### src/core/wds_pkg.sv
// Package for the watchdog and sleep control block: map, fields, states, carriers
package wds_pkg;

  // APB byte offsets (printed offsets are not all multiples of four, so index*4)
  localparam logic [15:0] TIMER_CONFIG_IDX = 16'h0081;
  localparam logic [15:0] DEVICE_CONFIG_IDX = 16'h2007;
  localparam logic [15:0] STATUS_IDX = 16'h0003;
  localparam logic [15:0] IRQ_CONTROL_IDX = 16'h000B;
  localparam logic [15:0] CONTROL_IDX = 16'h0100;
  localparam logic [17:0] TIMER_CONFIG_ADDR = {TIMER_CONFIG_IDX, 2'b00};
  localparam logic [17:0] DEVICE_CONFIG_ADDR = {DEVICE_CONFIG_IDX, 2'b00};
  localparam logic [17:0] STATUS_ADDR = {STATUS_IDX, 2'b00};
  localparam logic [17:0] IRQ_CONTROL_ADDR = {IRQ_CONTROL_IDX, 2'b00};
  localparam logic [17:0] CONTROL_ADDR = {CONTROL_IDX, 2'b00};

  // Field positions
  localparam int SCALER_OWNER_BIT = 3;
  localparam int RATIO_LSB = 0;
  localparam int WATCHDOG_FUSE_BIT = 2;
  localparam int EXPIRY_FLAG_BIT = 4;
  localparam int SLEEP_FLAG_BIT = 3;
  localparam int GLOBAL_IRQ_BIT = 7;

  // Reset values
  localparam logic [7:0] TIMER_CONFIG_RST = 8'hFF;
  localparam logic [7:0] DEVICE_CONFIG_RST = 8'hFF;
  localparam logic [7:0] IRQ_CONTROL_RST = 8'h00;

  // Timing: width of the basic watchdog counter, wake-to-vector dummy cycles
  localparam int WDT_COUNT_W = 8;
  localparam logic [WDT_COUNT_W-1:0] WDT_COUNT_MAX = 8'hFF;
  localparam logic [1:0] DUMMY_CYCLES = 2'h2;

  typedef enum logic [2:0] {
    WDS_RUN = 3'b000,
    WDS_ASLEEP = 3'b001,
    WDS_WAKE_EXEC = 3'b010,
    WDS_DUMMY = 3'b011
  } wds_state_type;

  // Core instruction events
  typedef struct packed {
    logic kick;
    logic sleep;
  } wds_op_type;

  // Wake sources, all already qualified by their own source flags
  typedef struct packed {
    logic ext_int;
    logic portb_change;
    logic periph;
  } wds_wake_type;

endpackage : wds_pkg

### src/core/wds_watchdog_sleep.sv
// Watchdog timer and sleep control with APB register access
module wds_watchdog_sleep (
  input wire logic clk_i,
  input wire logic reset_n_i,
  input wire logic rc_tick_i,
  input wire logic external_reset_pin_n_i,
  input wire logic power_on_i,
  input wire wds_pkg::wds_op_type op_i,
  input wire wds_pkg::wds_wake_type wake_req_i,
  input wire logic pending_irq_i,
  input wire logic [7:0] pin_drive_i,
  input wire logic [7:0] pin_oe_n_i,
  input wire logic [31:0] paddr_i,
  input wire logic psel_i,
  input wire logic penable_i,
  input wire logic pwrite_i,
  input wire logic [31:0] pwdata_i,
  input wire logic [3:0] pstrb_i,
  output logic [31:0] prdata_o,
  output logic pready_o,
  output logic pslverr_o,
  output logic device_reset_o,
  output logic osc_enable_o,
  output logic cpu_hold_o,
  output logic prefetch_next_o,
  output logic vector_fetch_o,
  output logic dummy_cycle_o,
  output logic [7:0] pin_drive_o,
  output logic [7:0] pin_oe_n_o
);
  import wds_pkg::*;

  logic [7:0] timer_config_r;
  logic [7:0] device_config_r;
  logic [7:0] irq_control_r;
  logic expiry_flag_n_r;
  logic sleep_entered_flag_n_r;
  logic [WDT_COUNT_W-1:0] wdt_count_r;
  logic [6:0] postscaler_r;
  logic [1:0] dummy_cnt_r;
  wds_state_type state_r;
  wds_state_type state_nxt;
  logic tick_s1_r;
  logic tick_s2_r;
  logic tick_s3_r;
  logic rst_s1_r;
  logic rst_s2_r;
  logic irq_s1_r;
  logic irq_s2_r;
  logic [2:0] wake_s1_r;
  logic [2:0] wake_s2_r;
  logic [7:0] drive_hold_r;
  logic [7:0] oe_n_hold_r;
  logic rd_en;
  logic wr_en;
  logic [7:0] rd_byte;
  logic addr_hit;
  logic tick_pulse;
  logic wdt_enabled;
  logic scaler_to_wdt;
  logic wdt_clear;
  logic base_expire;
  logic post_expire;
  logic wdt_expire;
  logic sleep_exec;
  logic sleep_nop;
  logic wake_irq;
  logic [7:0] ratio_mask;

  // Ratio bits to postscaler terminal mask, 2^n expiries per time-out
  function automatic logic [7:0] ratio_to_mask(input logic [2:0] ratio);
    ratio_to_mask = 8'h00;
    for (int i = 0; i < 8; i++) begin
      if (i < int'(ratio)) begin
        ratio_to_mask[i] = 1'b1;
      end
    end
  endfunction

  // Address decode shared by read mux and write paths
  function automatic logic is_addr(input logic [31:0] a, input logic [17:0] reg_addr);
    is_addr = (a[31:18] == 14'h0000) && (a[17:0] == reg_addr);
  endfunction

  // Synchronisers for the RC tick, the reset pin, the pending interrupt and wake inputs; stage two is read, and for the tick stage three too
  always_ff @(posedge clk_i) begin
    if (!reset_n_i) begin
      tick_s1_r <= 1'b0;
      tick_s2_r <= 1'b0;
      tick_s3_r <= 1'b0;
      rst_s1_r <= 1'b1;
      rst_s2_r <= 1'b1;
      irq_s1_r <= 1'b0;
      irq_s2_r <= 1'b0;
      wake_s1_r <= 3'h0;
      wake_s2_r <= 3'h0;
    end else begin
      tick_s1_r <= rc_tick_i;
      tick_s2_r <= tick_s1_r;
      tick_s3_r <= tick_s2_r;
      rst_s1_r <= external_reset_pin_n_i;
      rst_s2_r <= rst_s1_r;
      irq_s1_r <= pending_irq_i;
      irq_s2_r <= irq_s1_r;
      wake_s1_r <= wake_req_i;
      wake_s2_r <= wake_s1_r;
    end
  end

  // The RC tick runs free of the main clock, so counting goes on while the core is held
  assign tick_pulse = tick_s2_r & ~tick_s3_r;
  assign wdt_enabled = device_config_r[WATCHDOG_FUSE_BIT];
  assign scaler_to_wdt = timer_config_r[SCALER_OWNER_BIT];
  assign ratio_mask = ratio_to_mask(timer_config_r[RATIO_LSB +: 3]);
  assign base_expire = wdt_enabled && tick_pulse && (wdt_count_r == WDT_COUNT_MAX);
  assign post_expire = !scaler_to_wdt || ((postscaler_r & ratio_mask[6:0]) == ratio_mask[6:0]);
  assign wdt_expire = base_expire && post_expire && !wdt_clear;

  // Sleep runs only from RUN; a pending enabled interrupt turns it into a no-op
  assign sleep_exec = op_i.sleep && (state_r == WDS_RUN) && !irq_s2_r;
  assign sleep_nop = op_i.sleep && (state_r == WDS_RUN) && irq_s2_r;
  assign wdt_clear = op_i.kick || sleep_exec;
  // Wake sources arrive already gated by their individual enables; global enable not needed
  assign wake_irq = |wake_s2_r;

  // Watchdog base counter and postscaler
  always_ff @(posedge clk_i) begin
    if (!reset_n_i) begin
      wdt_count_r <= '0;
      postscaler_r <= 7'h00;
    end else if (wdt_clear || !wdt_enabled) begin
      wdt_count_r <= '0;
      postscaler_r <= 7'h00;
    end else if (tick_pulse) begin
      wdt_count_r <= wdt_count_r + 1'b1;
      if (wdt_count_r == WDT_COUNT_MAX && scaler_to_wdt) begin
        postscaler_r <= post_expire ? 7'h00 : postscaler_r + 7'h01;
      end
    end
  end

  // Sleep/wake sequencing
  always_comb begin
    state_nxt = state_r;
    unique case (state_r)
      WDS_RUN: begin
        if (sleep_exec) begin
          state_nxt = WDS_ASLEEP;
        end
      end
      WDS_ASLEEP: begin
        // An interrupt arriving mid-sleep still lets sleep finish, then wakes at once
        if (wdt_expire || wake_irq || irq_s2_r) begin
          state_nxt = WDS_WAKE_EXEC;
        end
      end
      WDS_WAKE_EXEC: begin
        if (irq_control_r[GLOBAL_IRQ_BIT] && (wake_irq || irq_s2_r)) begin
          state_nxt = WDS_DUMMY;
        end else begin
          state_nxt = WDS_RUN;
        end
      end
      WDS_DUMMY: begin
        if (dummy_cnt_r == DUMMY_CYCLES - 2'h1) begin
          state_nxt = WDS_RUN;
        end
      end
      default: state_nxt = WDS_RUN;
    endcase
  end

  always_ff @(posedge clk_i) begin
    if (!reset_n_i || !rst_s2_r) begin
      state_r <= WDS_RUN;
    end else begin
      state_r <= state_nxt;
    end
  end

  // Dummy-cycle counter before vector fetch
  always_ff @(posedge clk_i) begin
    if (!reset_n_i || state_r != WDS_DUMMY) begin
      dummy_cnt_r <= 2'h0;
    end else begin
      dummy_cnt_r <= dummy_cnt_r + 2'h1;
    end
  end

  // Status flags; a sleep in the expiry cycle suppresses the expiry, so the sleep set wins
  always_ff @(posedge clk_i) begin
    if (!reset_n_i || power_on_i) begin
      expiry_flag_n_r <= 1'b1;
      sleep_entered_flag_n_r <= 1'b1;
    end else begin
      if (wdt_expire) begin
        expiry_flag_n_r <= 1'b0;
      end else if (sleep_exec) begin
        expiry_flag_n_r <= 1'b1;
      end else if (op_i.kick) begin
        expiry_flag_n_r <= 1'b1;
      end
      if (sleep_exec) begin
        sleep_entered_flag_n_r <= 1'b0;
      end else if (op_i.kick) begin
        sleep_entered_flag_n_r <= 1'b1;
      end
    end
  end

  // Pin state captured at sleep entry and held while asleep
  always_ff @(posedge clk_i) begin
    if (!reset_n_i) begin
      drive_hold_r <= 8'h00;
      oe_n_hold_r <= 8'hFF;
    end else if (state_r != WDS_ASLEEP) begin
      drive_hold_r <= pin_drive_i;
      oe_n_hold_r <= pin_oe_n_i;
    end
  end

  // Core-facing outputs registered where they carry data
  always_ff @(posedge clk_i) begin
    if (!reset_n_i) begin
      device_reset_o <= 1'b0;
      pin_drive_o <= 8'h00;
      pin_oe_n_o <= 8'hFF;
    end else begin
      device_reset_o <= (wdt_expire && state_r != WDS_ASLEEP) || !rst_s2_r;
      pin_drive_o <= drive_hold_r;
      pin_oe_n_o <= oe_n_hold_r;
    end
  end

  assign osc_enable_o = (state_r != WDS_ASLEEP);
  assign cpu_hold_o = (state_r == WDS_ASLEEP) || (state_r == WDS_DUMMY);
  assign prefetch_next_o = sleep_exec || sleep_nop;
  assign dummy_cycle_o = (state_r == WDS_DUMMY);
  assign vector_fetch_o = (state_r == WDS_DUMMY) && (state_nxt == WDS_RUN);

  // APB slave: zero wait states, error on unmapped addresses
  assign addr_hit = is_addr(paddr_i, TIMER_CONFIG_ADDR) || is_addr(paddr_i, DEVICE_CONFIG_ADDR)
    || is_addr(paddr_i, STATUS_ADDR) || is_addr(paddr_i, IRQ_CONTROL_ADDR)
    || is_addr(paddr_i, CONTROL_ADDR);
  assign wr_en = psel_i && penable_i && pwrite_i && pstrb_i[0] && addr_hit;
  assign rd_en = psel_i && penable_i && !pwrite_i;
  assign pready_o = 1'b1;
  assign pslverr_o = psel_i && penable_i && !addr_hit;

  // Writable registers; kick never touches the owner bit
  always_ff @(posedge clk_i) begin
    if (!reset_n_i) begin
      timer_config_r <= TIMER_CONFIG_RST;
      device_config_r <= DEVICE_CONFIG_RST;
      irq_control_r <= IRQ_CONTROL_RST;
    end else if (wr_en) begin
      if (is_addr(paddr_i, TIMER_CONFIG_ADDR)) begin
        timer_config_r <= pwdata_i[7:0];
      end
      if (is_addr(paddr_i, DEVICE_CONFIG_ADDR)) begin
        device_config_r <= pwdata_i[7:0];
      end
      if (is_addr(paddr_i, IRQ_CONTROL_ADDR)) begin
        irq_control_r <= pwdata_i[7:0];
      end
    end
  end

  // Read mux
  always_comb begin
    rd_byte = 8'h00;
    if (is_addr(paddr_i, TIMER_CONFIG_ADDR)) begin
      rd_byte = timer_config_r;
    end else if (is_addr(paddr_i, DEVICE_CONFIG_ADDR)) begin
      rd_byte = device_config_r;
    end else if (is_addr(paddr_i, IRQ_CONTROL_ADDR)) begin
      rd_byte = irq_control_r;
    end else if (is_addr(paddr_i, STATUS_ADDR)) begin
      rd_byte[EXPIRY_FLAG_BIT] = expiry_flag_n_r;
      rd_byte[SLEEP_FLAG_BIT] = sleep_entered_flag_n_r;
    end else if (is_addr(paddr_i, CONTROL_ADDR)) begin
      rd_byte = {5'h00, state_r};
    end
  end

  // Read data registered so it stays stable after the access
  always_ff @(posedge clk_i) begin
    if (!reset_n_i) begin
      prdata_o <= 32'h00000000;
    end else if (psel_i && !penable_i && !pwrite_i) begin
      prdata_o <= {24'h000000, rd_byte};
    end else if (rd_en) begin
      prdata_o <= prdata_o;
    end
  end

endmodule // wds_watchdog_sleep

### config.mk
export PLATFORM = sky130hd
export DESIGN_NAME = wds_watchdog_sleep
export DESIGN_NICKNAME = d
export VERILOG_FILES = /design/src/core/wds_pkg.sv /design/src/core/wds_watchdog_sleep.sv
export SDC_FILE = /design/constraint.sdc
export NUM_CORES = 1
export LEC_CHECK = 0
export BUFFER_PORTS_ARGS = -buffer_cell sky130_fd_sc_hd__buf_2
export CAP_MARGIN = 20
export CORE_MARGIN = 2
export CORE_UTILIZATION = 49
export CTS_BUF_LIST = sky130_fd_sc_hd__clkbuf_16
export DETAILED_ROUTE_END_ITERATION = 12
export PLACE_DENSITY = 0.82
export RECOVER_POWER = 50
export SKIP_CTS_REPAIR_TIMING = 1
export SLEW_MARGIN = 10
export SYNTH_ARGS = -nofsm -noshare
export SYNTH_HDL_FRONTEND = slang
export SYNTH_SLANG_ARGS = --single-unit
### constraint.sdc
create_clock -name clk_i -period 1.86 [get_ports clk_i]
set_input_delay 0.186 -clock clk_i [delete_from_list [all_inputs] [get_ports clk_i]]
set_output_delay 0.186 -clock clk_i [all_outputs]
set_load 0.005 [all_outputs]
# ---- After elaboration in Yosys (flattened, before gate mapping)
# Cells that the tools add are included.
dict set report totals {
  reg_bits 100
  in_bits 98
  output_inout_bits 56
}
dict set report op_classes {
  add_sub_neg 3
  n_lt_le_gt_ge 7
  n_eq_ne 13
  n_mux 24
  bitwise 4
  n_reduce_logical 59
}
# operator n
set ops {}
lappend ops {{$mux W8} 3}
lappend ops {{$logic_and A1 B1 Y1} 23}
lappend ops {{$eq A18 B10 Y1 const B} 1}
lappend ops {{$eq A18 B11 Y1 const B} 1}
lappend ops {{$eq A18 B16 Y1 const B} 1}
lappend ops {{$eq A18 B4 Y1 const B} 1}
lappend ops {{$eq A18 B6 Y1 const B} 1}
lappend ops {{$mux W3} 6}
lappend ops {{$logic_or A1 B1 Y1} 16}
lappend ops {{$logic_not A14 Y1} 1}
lappend ops {{$pmux W3 S4} 1}
lappend ops {{$mux W1} 11}
lappend ops {{$logic_not A1 Y1} 9}
lappend ops {{$lt A3 B3 Y1 const A} 3}
lappend ops {{$add A8 B1 Y8 const B} 1}
lappend ops {{$eq A8 B8 Y1 const B} 1}
lappend ops {{$reduce_and A2 Y1} 4}
lappend ops {{$add A7 B1 Y7 const B} 1}
lappend ops {{$and A7 B7 Y7} 1}
lappend ops {{$eq A7 B7 Y1} 1}
lappend ops {{$mux W7} 1}
lappend ops {{$eq A3 B2 Y1 const B} 2}
lappend ops {{$logic_not A3 Y1} 2}
lappend ops {{$lt A1 B3 Y1 const A} 2}
lappend ops {{other kinds (13)} 16}

# ---- Logic depth before layout (Yosys ltp)
# Gate-level depths: netlist of run 1.
dict set report depth {
  depth_word 13
  ltp_mapped 7
}

# ---- Worst setup path after synthesis of run 1
# OpenSTA, ideal clock, no wires.
dict set report synth_path {
  path_type {input-to-output}
  startpoint {input port paddr_i[1]}
  endpoint {output port pslverr_o}
  t_arrival_ns 1.481
  setup_slack_ns 0.193
  path_stages 6
  cell_sequence {or4_4 nor4_4 nand3_2 buf_6 a31oi_1 nor2_1}
}
dict set report synth_via {
  elab_chain_cells 8
  elab_cells_between_ends 16
  classes_between {eq/ne: 5; reduce/logical: 11}
}
# element line_no
set synth_lines {}
lappend synth_lines {{start, declared} wds_watchdog_sleep.sv:13} ;# input wire logic [31:0] paddr_i,
lappend synth_lines {{$eq A18 B10 Y1 or $eq A18 B16 Y1 (tied branches)} wds_watchdog_sleep.sv:82} ;# is_addr = (a[31:18] == 14'h0000) && (a[17:0] == reg_addr);
lappend synth_lines {{$logic_and A1 B1 Y1} wds_watchdog_sleep.sv:82}
lappend synth_lines {{$logic_or A1 B1 Y1} wds_watchdog_sleep.sv:242} ;# assign addr_hit = is_addr(paddr_i, TIMER_CONFIG_ADDR) || is_addr(paddr_i, DEVICE_CONFIG_ADDR)
lappend synth_lines {{$logic_or A1 B1 Y1 (2 in series)} wds_watchdog_sleep.sv:243} ;# || is_addr(paddr_i, STATUS_ADDR) || is_addr(paddr_i, IRQ_CONTROL_ADDR)
lappend synth_lines {{$logic_or A1 B1 Y1 (*)} wds_watchdog_sleep.sv:244} ;# || is_addr(paddr_i, CONTROL_ADDR);
lappend synth_lines {{$logic_not A1 Y1 (*)} wds_watchdog_sleep.sv:248} ;# assign pslverr_o = psel_i && penable_i && !addr_hit;
lappend synth_lines {{$logic_and A1 B1 Y1 (*)} wds_watchdog_sleep.sv:248}
lappend synth_lines {{end, declared} wds_watchdog_sleep.sv:21} ;# output logic pslverr_o,
# Every way passes the cells marked *; elsewhere a longest branch is shown, timed or not.

# ---- Final worst setup path of run 1
dict set report layout_path {
  startpoint {register wake_s2_r[2]}
  endpoint {output port vector_fetch_o}
}
dict set report layout_via {
  elab_chain_cells 7
  elab_cells_between_ends 10
  classes_between {mux: 3; reduce/logical: 7}
}
# element line_no
set layout_lines {}
lappend layout_lines {{start, declared} wds_watchdog_sleep.sv:51} ;# logic [2:0] wake_s2_r;
lappend layout_lines {{start signal, assigned} wds_watchdog_sleep.sv:106} ;# wake_s2_r <= wake_s1_r;
lappend layout_lines {{$reduce_or A3 Y1 (*)} wds_watchdog_sleep.sv:124} ;# assign wake_irq = |wake_s2_r;
lappend layout_lines {{$logic_or A1 B1 Y1, on equally long branches} {wds_watchdog_sleep.sv:158, wds_watchdog_sleep.sv:153}}
lappend layout_lines {{$logic_and A1 B1 Y1 or $logic_or A1 B1 Y1 (tied branches)} {wds_watchdog_sleep.sv:158, wds_watchdog_sleep.sv:153}}
lappend layout_lines {{$mux W2 or $mux W3 (tied branches)} {wds_watchdog_sleep.sv:158, wds_watchdog_sleep.sv:153}}
lappend layout_lines {{$pmux W3 S4 (*)} wds_watchdog_sleep.sv:145} ;# unique case (state_r)
lappend layout_lines {{$logic_not A3 Y1 (*)} wds_watchdog_sleep.sv:239} ;# assign vector_fetch_o = (state_r == WDS_DUMMY) && (state_nxt == WDS_RUN);
lappend layout_lines {{$logic_and A1 B1 Y1 (*)} wds_watchdog_sleep.sv:239}
lappend layout_lines {{end, declared} wds_watchdog_sleep.sv:26} ;# output logic vector_fetch_o,
# Marked as above.

==> insert_results.sql, run 1 <==
INSERT INTO impl_metrics (metric_group, metric, value, unit) VALUES
('run_status', 'status', 'complete, but fails checks', ''),
('run_status', 'failing_checks', 'setup timing', ''),
('worst_setup_path', 'timing.critical_path.from_type', 'flip-flop', ''),
('cts', 'clock-sinks', '100', ''),
('synthesis', 'ys.warnings.count', '0', ''),
('final_layout', 'final_net_count', '706', ''),
('place', 'io_buffer_count', '101', ''),
('detailed_routing', 'detail_route.first_pass.iterations', '6', ''),
('cts', 'clock_tree.buffer_depth', '2', ''),
('worst_setup_path', 'critPathMaxFanout', '4', ''),
('global_routing', 'grt_start_max_net_pins', '31', ''),
('synthesis', 'syn_inst', '491', ''),
('worst_setup_path', 'data_required_time_at_the_worst_endpoint', '1.67', 'ns'),
('detailed_routing', 'drtAntennaViolNets', '0', ''),
('hold_path', 'hold-path-cell-count', '2', ''),
('hold_path', 'min-delay-path-class', 'input port to flip-flop', ''),
('floorplan', 'placementRows', '34', ''),
('final_layout', 'nFillCells', '769', ''),
('worst_setup_path', 'cp.buffers_inverters', '1', ''),
('worst_setup_path', 'critical_path_arrival', '1.72', 'ns'),
('power', 'power.leakage', '2.175', 'nW'),
('job', 'cap_viol_max_count', '0', ''),
('worst_setup_path', 'crit_type', 'flip-flop to primary output', ''),
('synthesis', 'synth-edff-count', '0', ''),
('worst_setup_path', 'worstRegToRegCells', '6', ''),
('floorplan', 'die-area', '0.009483', 'mm^2'),
('final_layout', 'fin_area', '0.005285', 'mm^2'),
('synthesis', 'postSynth.topFlopCell', 'sky130_fd_sc_hd__dfxtp_1', ''),
('synthesis', 'number_of_different_library_cells_in_the_post_synthesis_netlist', '54', ''),
('global_routing', 'grt_first_pass_wirelength', '16350', 'um'),
('power', 'power.density_cell_area', '838.6', 'mW/mm^2'),
('final_layout', 'final_common_cell', 'sky130_fd_sc_hd__dfxtp_1', ''),
('floorplan', 'die_w', '97.38', 'um'),
('place', 'place.detailed.hpwl', '7164', 'um'),
('cts', 'tritoncts', 'done', ''),
('timing', 'timing.final.crit_share', '1.023', ''),
('timing', 'clock.fmax', '525.6', 'MHz'),
('detailed_routing', 'detail_routed_net_length_per_standard_cell', '13.96', 'um'),
('synthesis', 'ys_seq_area_frac', '0.4685', ''),
('timing', 'relSlewSlack', '0.2683', ''),
('detailed_routing', 'detail_routed_via_count_per_cell', '5.275', ''),
('worst_setup_path', 'timing.critical_path.cells', 'or4_4, a31oi_4, nor3b_2, nor2b_1, buf_2', ''),
('global_routing', 'global_route.usage.total', '0.2091', ''),
('floorplan', 'core', '0.008593', 'mm^2'),
('global_routing', 'globalRoute.totalOverflow', '0', ''),
('power', 'power.total', '4.432', 'mW'),
('place', 'gp_congestion', '0.8622', ''),
('final_layout', 'mostFrequentLayoutCells', '100 x sky130_fd_sc_hd__dfxtp_1, 87 x sky130_fd_sc_hd__buf_2, 51 x sky130_fd_sc_hd__nand2_1', ''),
('timing', 'grt_setup_unrepaired', 'yes', ''),
('timing', 'postLayoutSetupSlackWorst', '-0.04256', 'ns'),
('detailed_routing', 'drt_drc_violations_left', '0', ''),
('floorplan', 'die_h', '97.38', 'um'),
('worst_setup_path', 'timing.critical_path.depth', '5', ''),
('synthesis', 'synthArstFlopShare', '0', ''),
('synthesis', 'syn_area_per_cell', '8.702', 'um^2'),
('synthesis', 'netlist_area', '0.004273', 'mm^2'),
('timing', 'setup_violations', '1', ''),
('timing', 'final-hold-violation-count', '0', ''),
('timing', 'hold-worst-slack', '0.02665', 'ns'),
('timing', 'worst_slew_pin_slew', '1.098', 'ns'),
('place', 'placed_cell_area', '0.004927', 'mm^2'),
('floorplan', 'initial_core_utilization', '0.4972', ''),
('timing', 'skew', '0.008537', 'ns'),
('global_routing', 'antenna_found_initial', '1', ''),
('global_routing', 'grt_pass1_vias', '3622', ''),
('worst_setup_path', 'crit_path_end_kind', 'primary output', ''),
('worst_setup_path', 'max_stage_delay', '0.56', 'ns'),
('cts', 'register_clock_pin_slew_on_the_reported_worst_setup_and_hold_paths', '0.07', 'ns'),
('cts', 'insertion_delay', '0.34', 'ns'),
('cts', 'cts_inserted_buffers', '9', ''),
('worst_setup_path', 'crit_family', 'simple AND/OR/NAND/NOR gates', '');
## sequential cells by signal, summed over array words and instances, names as in the netlist, 2 cells and up
signal / flops
pin_oe_n_o: 8
prdata_o: 8
pin_drive_o: 8
timer_config_r: 8
oe_n_hold_r: 8
dummy_cnt_r: 2
wdt_count_r: 8
postscaler_r: 7
state_r: 3
wake_s1_r: 3
device_config_r: 8
irq_control_r: 8
drive_hold_r: 8
wake_s2_r: 3
## through the flow
step / util / TNS [ns] / std cells
floorplan: - / 0 / 515
global placement: 0.5734 / 0 / 700
detailed placement: 0.5734 / -0.002169 / 700
CTS: 0.6099 / -0.1348 / 715
global route: 0.6150 / -0.5633 / 717
finish: 0.6150 / -0.04256 / 717
## power breakdown
part           switching, mW  internal (mW)
sequential            0.0190           2.19
combinational          0.140          0.124
clock                  0.784           1.17
total                  0.944           3.49
## layer usage
layer,GRT usage,part of all wire,vias to the layer above
met5,0,0,-
met4,0.1058,0.025,0
met3,0.05612,0.094,21
met2,0.3358,0.47,168
met1,0.2587,0.41,1705
li1,-,-,1888
## cell usage after synthesis, types with 3 or more instances
master | number | area, um^2
sky130_fd_sc_hd__clkbuf_1 | 18 | 67.56
sky130_fd_sc_hd__o21ai_0 | 5 | 25.02
sky130_fd_sc_hd__nor3b_1 | 3 | 22.52
sky130_fd_sc_hd__o21ai_1 | 27 | 135.1
sky130_fd_sc_hd__nand3_1 | 46 | 230.2
sky130_fd_sc_hd__dfxtp_1 | 100 | 2002
sky130_fd_sc_hd__a22o_1 | 4 | 35.03
sky130_fd_sc_hd__nor2b_1 | 5 | 31.28
sky130_fd_sc_hd__nand2_1 | 51 | 191.4
sky130_fd_sc_hd__a21boi_1 | 11 | 82.58
sky130_fd_sc_hd__a222oi_1 | 3 | 30.03
sky130_fd_sc_hd__xnor2_1 | 5 | 43.79
sky130_fd_sc_hd__and3_1 | 5 | 31.28
sky130_fd_sc_hd__inv_1 | 12 | 45.04
sky130_fd_sc_hd__nor2_1 | 26 | 97.59
sky130_fd_sc_hd__buf_4 | 25 | 187.7
sky130_fd_sc_hd__nand2b_1 | 14 | 87.58
sky130_fd_sc_hd__o2111ai_1 | 3 | 26.28
sky130_fd_sc_hd__a21boi_0 | 8 | 60.06
sky130_fd_sc_hd__a31oi_1 | 3 | 18.77
sky130_fd_sc_hd__and4_1 | 4 | 35.03
sky130_fd_sc_hd__or3_1 | 4 | 25.02
sky130_fd_sc_hd__nor4_1 | 7 | 43.79
sky130_fd_sc_hd__a21oi_1 | 13 | 65.06
sky130_fd_sc_hd__ha_1 | 3 | 37.54
sky130_fd_sc_hd__nand4_1 | 12 | 75.07
sky130_fd_sc_hd__and2_1 | 22 | 137.6
sky130_fd_sc_hd__nor3_1 | 12 | 60.06
sky130_fd_sc_hd__xor2_1 | 7 | 61.31
## kinds of logic after synthesis
kind of cell | Yosys count | share of synthesized area
buffers and inverters | 61 | 0.07935
other | 2 | 0.001758
XOR/XNOR | 12 | 0.02460
AND/OR/NAND/NOR | 227 | 0.2867
AO/OA/AOI/OAI | 85 | 0.1280
adder cells (fa/ha/maj) | 3 | 0.008786
multiplexers | 1 | 0.002343
flip-flops | 100 | 0.4685
## layout make-up
cell class / instances / area [um^2] / share of cell area
Clock inverter: 6 / 88.84 / 0.01681
Inverter: 14 / 52.55 / 0.009943
Sequential cell: 100 / 2002 / 0.3788
Multi-Input combinational cell: 354 / 2068 / 0.3913
Tap cell: 108 / 135.1 / 0.02557
Clock buffer: 9 / 225.2 / 0.04261
Timing Repair Buffer: 126 / 713.2 / 0.1349
## path summary, 6_finish.rpt
| check | start | end | slack (ns) |
|---|---|---|---|
| worst max register to register | state_r[0] | wdt_count_r[5] | 0.16 |
| worst min register to register | dummy_cnt_r[0] | dummy_cnt_r[0] | 0.42 |
| worst min-delay path | external_reset_pin_n_i | rst_s1_r | 0.03 |
| worst max-delay path | wake_s2_r[2] | vector_fetch_o | -0.04 |
Power figures use the tool's default switching activity.
==> run 2: changes to the inputs <==
Settings changed: CORE_ASPECT_RATIO set to 0.7.
Clock period 1.86 ns to 2 ns, I/O delays scaled along.
==> run 2 against run 1 <==
Against the previous run: the run now ends clean; cell count is 1.3% higher; via count grew 1.0%; setup slack gained 0.093 ns; combinational power fell by 8.0%; clock-buffer cell count unchanged; hold slack improved by 0.015 ns; non-clock buffer count is 3 lower; clock skew is essentially flat; first-iteration DRC count down 23%; highest routed layer unchanged.
==> insert_results.sql, run 2 (synthesis results as in run 1) <==
INSERT INTO impl_metrics (metric_group, metric, value, unit) VALUES
('final_layout', 'final_net_count', '703', ''),
('floorplan', 'io_pins', '154', ''),
('final_layout', 'fin_area', '0.005171', 'mm^2'),
('global_routing', 'grt_pass1_vias', '3417', ''),
('detailed_routing', 'detail_routed_net_length_per_standard_cell', '13.88', 'um'),
('worst_setup_path', 'max_stage_delay', '0.57', 'ns'),
('detailed_routing', 'num_vias', '3820', ''),
('final_layout', 'final_common_cell', 'sky130_fd_sc_hd__dfxtp_1', ''),
('run_status', 'status', 'complete, no violations', ''),
('floorplan', 'placementRows', '28', ''),
('worst_setup_path', 'crit-reg2reg-launch', 'state_r[1]', ''),
('worst_setup_path', 'crit_path_top_delay_cell', 'sky130_fd_sc_hd__or4_4', ''),
('timing', 'setup_violations', '0', ''),
('cts', 'clock-sinks', '100', ''),
('cts', 'buffer_cell_driving_the_clock_tree_root', 'sky130_fd_sc_hd__clkbuf_16', ''),
('detailed_routing', 'routed_wl', '10080', 'um'),
('worst_setup_path', 'critical_path_arrival', '1.75', 'ns'),
('timing', 'clock.fmax', '512.9', 'MHz'),
('final_layout', 'area_overhead_vs_synth', '21.02', '%'),
('detailed_routing', 'drtAntennaViolNets', '0', ''),
('power', 'power.leakage', '2.120', 'nW'),
('hold_path', 'hold-path-cell-count', '2', ''),
('global_routing', 'antenna_found_initial', '0', ''),
('worst_setup_path', 'data_required_time_at_the_worst_endpoint', '1.80', 'ns'),
('hold_path', 'min-delay-path-class', 'input port to flip-flop', ''),
('final_layout', 'diodes', '0', ''),
('final_layout', 'drive_gt1_frac', '0.2145', ''),
('place', 'gp_congestion', '0.8823', ''),
('floorplan', 'initial_core_utilization', '0.5061', ''),
('cts', 'insertion_delay', '0.34', 'ns'),
('timing', 'timing.final.crit_share', '0.9748', ''),
('timing', 'postLayoutSetupSlackWorst', '0.05040', 'ns'),
('place', 'place.detailed.hpwl', '7382', 'um'),
('detailed_routing', 'first_iter_violations', '223', ''),
('hold_path', 'worstHoldEndpoint', 'rst_s1_r', ''),
('job', 'cap_viol_max_count', '0', ''),
('floorplan', 'die-area', '0.009495', 'mm^2'),
('final_layout', 'mostFrequentLayoutCells', '100 x sky130_fd_sc_hd__dfxtp_1, 82 x sky130_fd_sc_hd__buf_2, 51 x sky130_fd_sc_hd__nand2_1', ''),
('floorplan', 'die_w', '115.6', 'um'),
('timing', 'fin_crit', '1.950', 'ns'),
('timing', 'worst_slew_pin_slew', '0.8437', 'ns'),
('hold_path', 'worstHoldStart', 'external_reset_pin_n_i', ''),
('place', 'place_worst_setup_slack', '0.02678', 'ns'),
('timing', 'skew', '0.008184', 'ns'),
('cts', 'register_clock_pin_slew_on_the_reported_worst_setup_and_hold_paths', '0.06', 'ns'),
('place', 'placed_cell_area', '0.004887', 'mm^2'),
('worst_setup_path', 'timing.critical_path.cells', 'or4_4, a31oi_4, nor3b_2, nor2b_1, buf_2', ''),
('global_routing', 'global_route.usage.total', '0.2147', ''),
('worst_setup_path', 'crit_path_end_kind', 'primary output', ''),
('timing', 'relSlewSlack', '0.4375', ''),
('global_routing', 'grt_start_max_net_pins', '50', ''),
('floorplan', 'core', '0.008443', 'mm^2'),
('timing', 'timing_max_transition_violations_final', '0', ''),
('floorplan', 'die_h', '82.13', 'um'),
('worst_setup_path', 'worstRegToRegCells', '7', ''),
('final_layout', 'final_core_utilization', '0.6125', ''),
('worst_setup_path', 'worst-r2r-setup-slack', '0.20', 'ns'),
('global_routing', 'grt_first_pass_wirelength', '15840', 'um'),
('worst_setup_path', 'critPathMaxFanout', '4', ''),
('timing', 'hold-worst-slack', '0.04215', 'ns'),
('detailed_routing', 'drt_drc_violations_left', '0', ''),
('cts', 'cts_max_level', '3', ''),
('final_layout', 'nFillCells', '759', ''),
('worst_setup_path', 'critical_path.reg2reg.endpoint', 'postscaler_r[2]', ''),
('power', 'power.total', '3.862', 'mW'),
('global_routing', 'globalRoute.totalOverflow', '0', ''),
('cts', 'tritoncts', 'done', ''),
('worst_setup_path', 'crit_type', 'flip-flop to primary output', ''),
('power', 'power.density_cell_area', '746.8', 'mW/mm^2'),
('worst_setup_path', 'timing.critical_path.from_type', 'flip-flop', ''),
('cts', 'cts_inserted_buffers', '9', ''),
('cts', 'clock_tree.buffer_depth', '2', ''),
('detailed_routing', 'detail_routed_via_count_per_cell', '5.262', ''),
('place', 'io_buffer_count', '101', ''),
('power', 'maximum_vdd_ir_drop', '0.0006265', 'V'),
('detailed_routing', 'detail_route.first_pass.iterations', '5', ''),
('timing', 'final-hold-violation-count', '0', '');
-- run 2: changes by cell type in the layout (fill, tap and decap cells not counted), sizes merged --
cell,before,now
clkinvlp,1,0
clkinv,2,4
clkbuf,24,29
buf,111,103
bufinv,2,0
inv,15,16
-- run 2: final cells by class --
class,count,area [um^2],area share
tap,120,150.1,0.02903
inverter,14,52.55,0.01016
sequential,100,2002,0.3871
timing repair buffer,123,656.9,0.1270
clock buffer,9,225.2,0.04355
multi-input combinational,354,2046,0.3956
clock inverter,6,38.79,0.007501
-- run 2: where the power goes --
part | switching (mW) | internal [mW] | leakage [nW] | total [mW]
clock network | 0.727 | 0.836 | 0.131 | 1.56
registers | 0.0174 | 2.04 | 0.817 | 2.06
logic | 0.130 | 0.113 | 1.17 | 0.243
total | 0.874 | 2.99 | 2.12 | 3.86
-- run 2: worst max-delay path by stage --
stage | startpoint | end | slack, ns | cells past startpoint
finish | wake_s2_r[2] | vector_fetch_o | 0.05 | 5
global route | wake_s2_r[2] | vector_fetch_o | -0.003 | 5
CTS | irq_s2_r | vector_fetch_o | -0.05 | 5
detailed placement | paddr_i[1] | device_config_r[6] | 0.03 | 7
global placement | paddr_i[1] | pslverr_o | 0.11 | 7
floorplan | paddr_i[1] | pslverr_o | 0.30 | 6
-- run 2: through the flow --
stage	TNS [ns]	cells
2_1_floorplan	0	515
3_3_place_gp	0	708
3_5_place_dp	0	708
4_1_cts	-0.05482	723
5_1_grt	-0.003366	726
6_report	0	726
-- run 2: per-layer routing --
layer / track usage / vias up / routed length (um)
met1: 0.2726 / 1758 / 4379
met2: 0.3351 / 157 / 4575
met3: 0.08540 / 12 / 1036
met5: 0 / - / 0
met4: 0.07500 / 0 / 87
li1: - / 1893 / -
-- run 2: critical path: cells and delay by family (launching register included) --
| family | cells | cell delay [ns] |
|---|---|---|
| AOI/OAI and AO/OA | 1 | 0.17 |
| buffers and inverters | 1 | 0.14 |
| DFF | 1 | 0.30 |
| and+or+nand+nor | 3 | 0.80 |
==> run 3: changes to the inputs <==
Settings changed: ABC_CLOCK_PERIOD_IN_PS set to 2000, GPL_TIMING_DRIVEN set to 0.
==> run 3 against run 2 <==
Against the previous run: sequential cell count is the same; critical path depth stayed put; sequential power about the same; utilization grew 3.1 points; hold slack is essentially flat; combinational power increased by 18%; critical path type unchanged; critical endpoint unchanged.
==> insert_results.sql, run 3 (synthesis results as in run 1) <==
INSERT INTO impl_metrics (metric_group, metric, value, unit) VALUES
('run_status', 'status', 'complete, no violations', ''),
('worst_setup_path', 'crit_path_top_delay_cell', 'sky130_fd_sc_hd__or4_4', ''),
('worst_setup_path', 'timing.critical_path.from_type', 'flip-flop', ''),
('final_layout', 'drive_gt1_frac', '0.2484', ''),
('place', 'io_buffer_count', '101', ''),
('cts', 'register_clock_pin_slew_on_the_reported_worst_setup_and_hold_paths', '0.07', 'ns'),
('timing', 'skew', '0.007533', 'ns'),
('power', 'power.total', '4.124', 'mW'),
('floorplan', 'initial_core_utilization', '0.5061', ''),
('detailed_routing', 'num_vias', '3920', ''),
('cts', 'cts_max_level', '3', ''),
('timing', 'worst_slew_pin_slew', '1.033', 'ns'),
('cts', 'clock_tree.buffer_depth', '2', ''),
('cts', 'insertion_delay', '0.34', 'ns'),
('cts', 'clock-sinks', '100', ''),
('detailed_routing', 'first_iter_violations', '232', ''),
('timing', 'final-hold-violation-count', '0', ''),
('timing', 'timing_max_transition_violations_final', '0', ''),
('global_routing', 'grt_start_max_net_pins', '19', ''),
('worst_setup_path', 'timing.critical_path.cells', 'or4_4, a31oi_2, nor3b_2, nor2b_1, buf_2', ''),
('worst_setup_path', 'max_stage_delay', '0.55', 'ns'),
('power', 'power.leakage', '2.243', 'nW'),
('timing', 'setup_violations', '0', ''),
('cts', 'cts_inserted_buffers', '9', ''),
('cts', 'buffer_cell_driving_the_clock_tree_root', 'sky130_fd_sc_hd__clkbuf_16', ''),
('timing', 'fin_crit', '1.956', 'ns'),
('timing', 'totalNegativeSetupSlack', '0', 'ns'),
('final_layout', 'mostFrequentLayoutCells', '99 x sky130_fd_sc_hd__dfxtp_1, 85 x sky130_fd_sc_hd__buf_2, 51 x sky130_fd_sc_hd__nand2_1', ''),
('worst_setup_path', 'data_required_time_at_the_worst_endpoint', '1.80', 'ns'),
('final_layout', 'area_overhead_vs_synth', '27.09', '%'),
('floorplan', 'core', '0.008443', 'mm^2'),
('worst_setup_path', 'critical_path_arrival', '1.76', 'ns'),
('global_routing', 'global_route.usage.total', '0.2322', ''),
('floorplan', 'io_pins', '154', ''),
('final_layout', 'final_net_count', '732', ''),
('timing', 'clock.fmax', '511.1', 'MHz'),
('worst_setup_path', 'crit_type', 'flip-flop to primary output', ''),
('final_layout', 'final_core_utilization', '0.6432', ''),
('hold_path', 'min-delay-path-class', 'input port to flip-flop', ''),
('detailed_routing', 'detail_routed_via_count_per_cell', '5.185', ''),
('floorplan', 'die_w', '115.6', 'um'),
('final_layout', 'diodes', '0', ''),
('floorplan', 'placementRows', '28', ''),
('cts', 'tritoncts', 'done', ''),
('detailed_routing', 'routed_wl', '10940', 'um'),
('global_routing', 'grt_pass1_vias', '3575', ''),
('detailed_routing', 'detail_routed_net_length_per_standard_cell', '14.47', 'um'),
('final_layout', 'fin_area', '0.005430', 'mm^2'),
('floorplan', 'die_h', '82.13', 'um'),
('detailed_routing', 'drtAntennaViolNets', '0', ''),
('place', 'placed_cell_area', '0.005019', 'mm^2'),
('final_layout', 'finalNonFillerCells', '756', ''),
('detailed_routing', 'detail_route.first_pass.iterations', '5', ''),
('timing', 'relSlewSlack', '0.3058', ''),
('floorplan', 'die-area', '0.009495', 'mm^2'),
('power', 'power.density_cell_area', '759.4', 'mW/mm^2'),
('place', 'place.detailed.hpwl', '8254', 'um'),
('final_layout', 'final_common_cell', 'sky130_fd_sc_hd__dfxtp_1', ''),
('global_routing', 'antenna_found_initial', '0', ''),
('worst_setup_path', 'critPathMaxFanout', '4', ''),
('global_routing', 'globalRoute.totalOverflow', '0', ''),
('detailed_routing', 'drt_drc_violations_left', '0', ''),
('place', 'placed_cells_incl_taps', '736', ''),
('job', 'cap_viol_max_count', '0', ''),
('worst_setup_path', 'crit_path_end_kind', 'primary output', ''),
('timing', 'timing.final.crit_share', '0.9782', ''),
('power', 'maximum_vdd_ir_drop', '0.0005334', 'V'),
('global_routing', 'grt_first_pass_wirelength', '17020', 'um'),
('place', 'gp_congestion', '0.9062', ''),
('timing', 'grt_setup_unrepaired', 'yes', '');
## run 3: cell types whose count changed in the layout (fill, tap and decap cells not counted), moves of 2 or more
cell	change
sky130_fd_sc_hd__a21boi_1	+3
sky130_fd_sc_hd__a21boi_0	-3
sky130_fd_sc_hd__clkinv_1	-2
sky130_fd_sc_hd__nor4_2	+2
sky130_fd_sc_hd__inv_8	+2
sky130_fd_sc_hd__nor4_1	-2
sky130_fd_sc_hd__buf_6	+3
sky130_fd_sc_hd__clkinvlp_4	+2
sky130_fd_sc_hd__buf_2	+3
sky130_fd_sc_hd__buf_4	+10
sky130_fd_sc_hd__and2_1	-6
sky130_fd_sc_hd__clkbuf_1	+13
sky130_fd_sc_hd__and2_0	+6
## run 3: through the flow
stage | hold slack [ns] | setup WS (ns)
finish | 0.04261 | 0.04353
global route | 0.03181 | -0.03752
CTS | 0.02309 | -0.3066
detailed placement | 0.3904 | -0.1114
global placement | 0.3840 | -0.07956
floorplan | 0.3015 | 0.3048
## run 3: worst paths after layout
| check | depth (start not counted) | end | slack, ns | startpoint |
|---|---|---|---|---|
| max | 5 | vector_fetch_o | 0.04 | irq_s2_r |
| min | 2 | rst_s1_r | 0.04 | external_reset_pin_n_i |
| max reg2reg | 7 | postscaler_r[4] | 0.16 | wdt_count_r[0] |
| min reg2reg | 1 | rst_s2_r | 0.41 | rst_s1_r |
## run 3: power breakdown
part | switching, mW | total (mW) | internal, mW
Sequential | 0.0213 | 2.06 | 2.04
Clock | 0.789 | 1.78 | 0.989
Combinational | 0.143 | 0.286 | 0.143
Total | 0.954 | 4.12 | 3.17
## run 3: cell type report
| class | count | area [um^2] |
|---|---|---|
| repair buffers | 106 | 529.3 |
| well taps | 120 | 150.1 |
| clock inverters | 7 | 81.33 |
| clock buffers | 9 | 225.2 |
| fillers | 727 | 3013 |
| plain buffers | 46 | 284.0 |
| multi-input cells | 354 | 2105 |
| inverters | 14 | 52.55 |
| flip-flops and latches | 100 | 2003 |
## run 3: layer usage
| metal | routed length (um) | track usage | vias to the layer above | share of wire |
|---|---|---|---|---|
| met5 | 0 | 0 | - | 0 |
| met4 | 116 | 0.06429 | 0 | 0.011 |
| met3 | 973 | 0.08102 | 13 | 0.089 |
| met2 | 5017 | 0.3807 | 159 | 0.46 |
| met1 | 4832 | 0.2940 | 1796 | 0.44 |
| li1 | - | - | 1952 | - |
## run 3: critical path, delay by kind of cell (launching register included)
| kind | cells | cell delay (ns) |
|---|---|---|
| DFF | 1 | 0.34 |
| buffers and inverters | 1 | 0.11 |
| and+or+nand+nor | 3 | 0.75 |
| AOI/OAI and AO/OA | 1 | 0.21 |
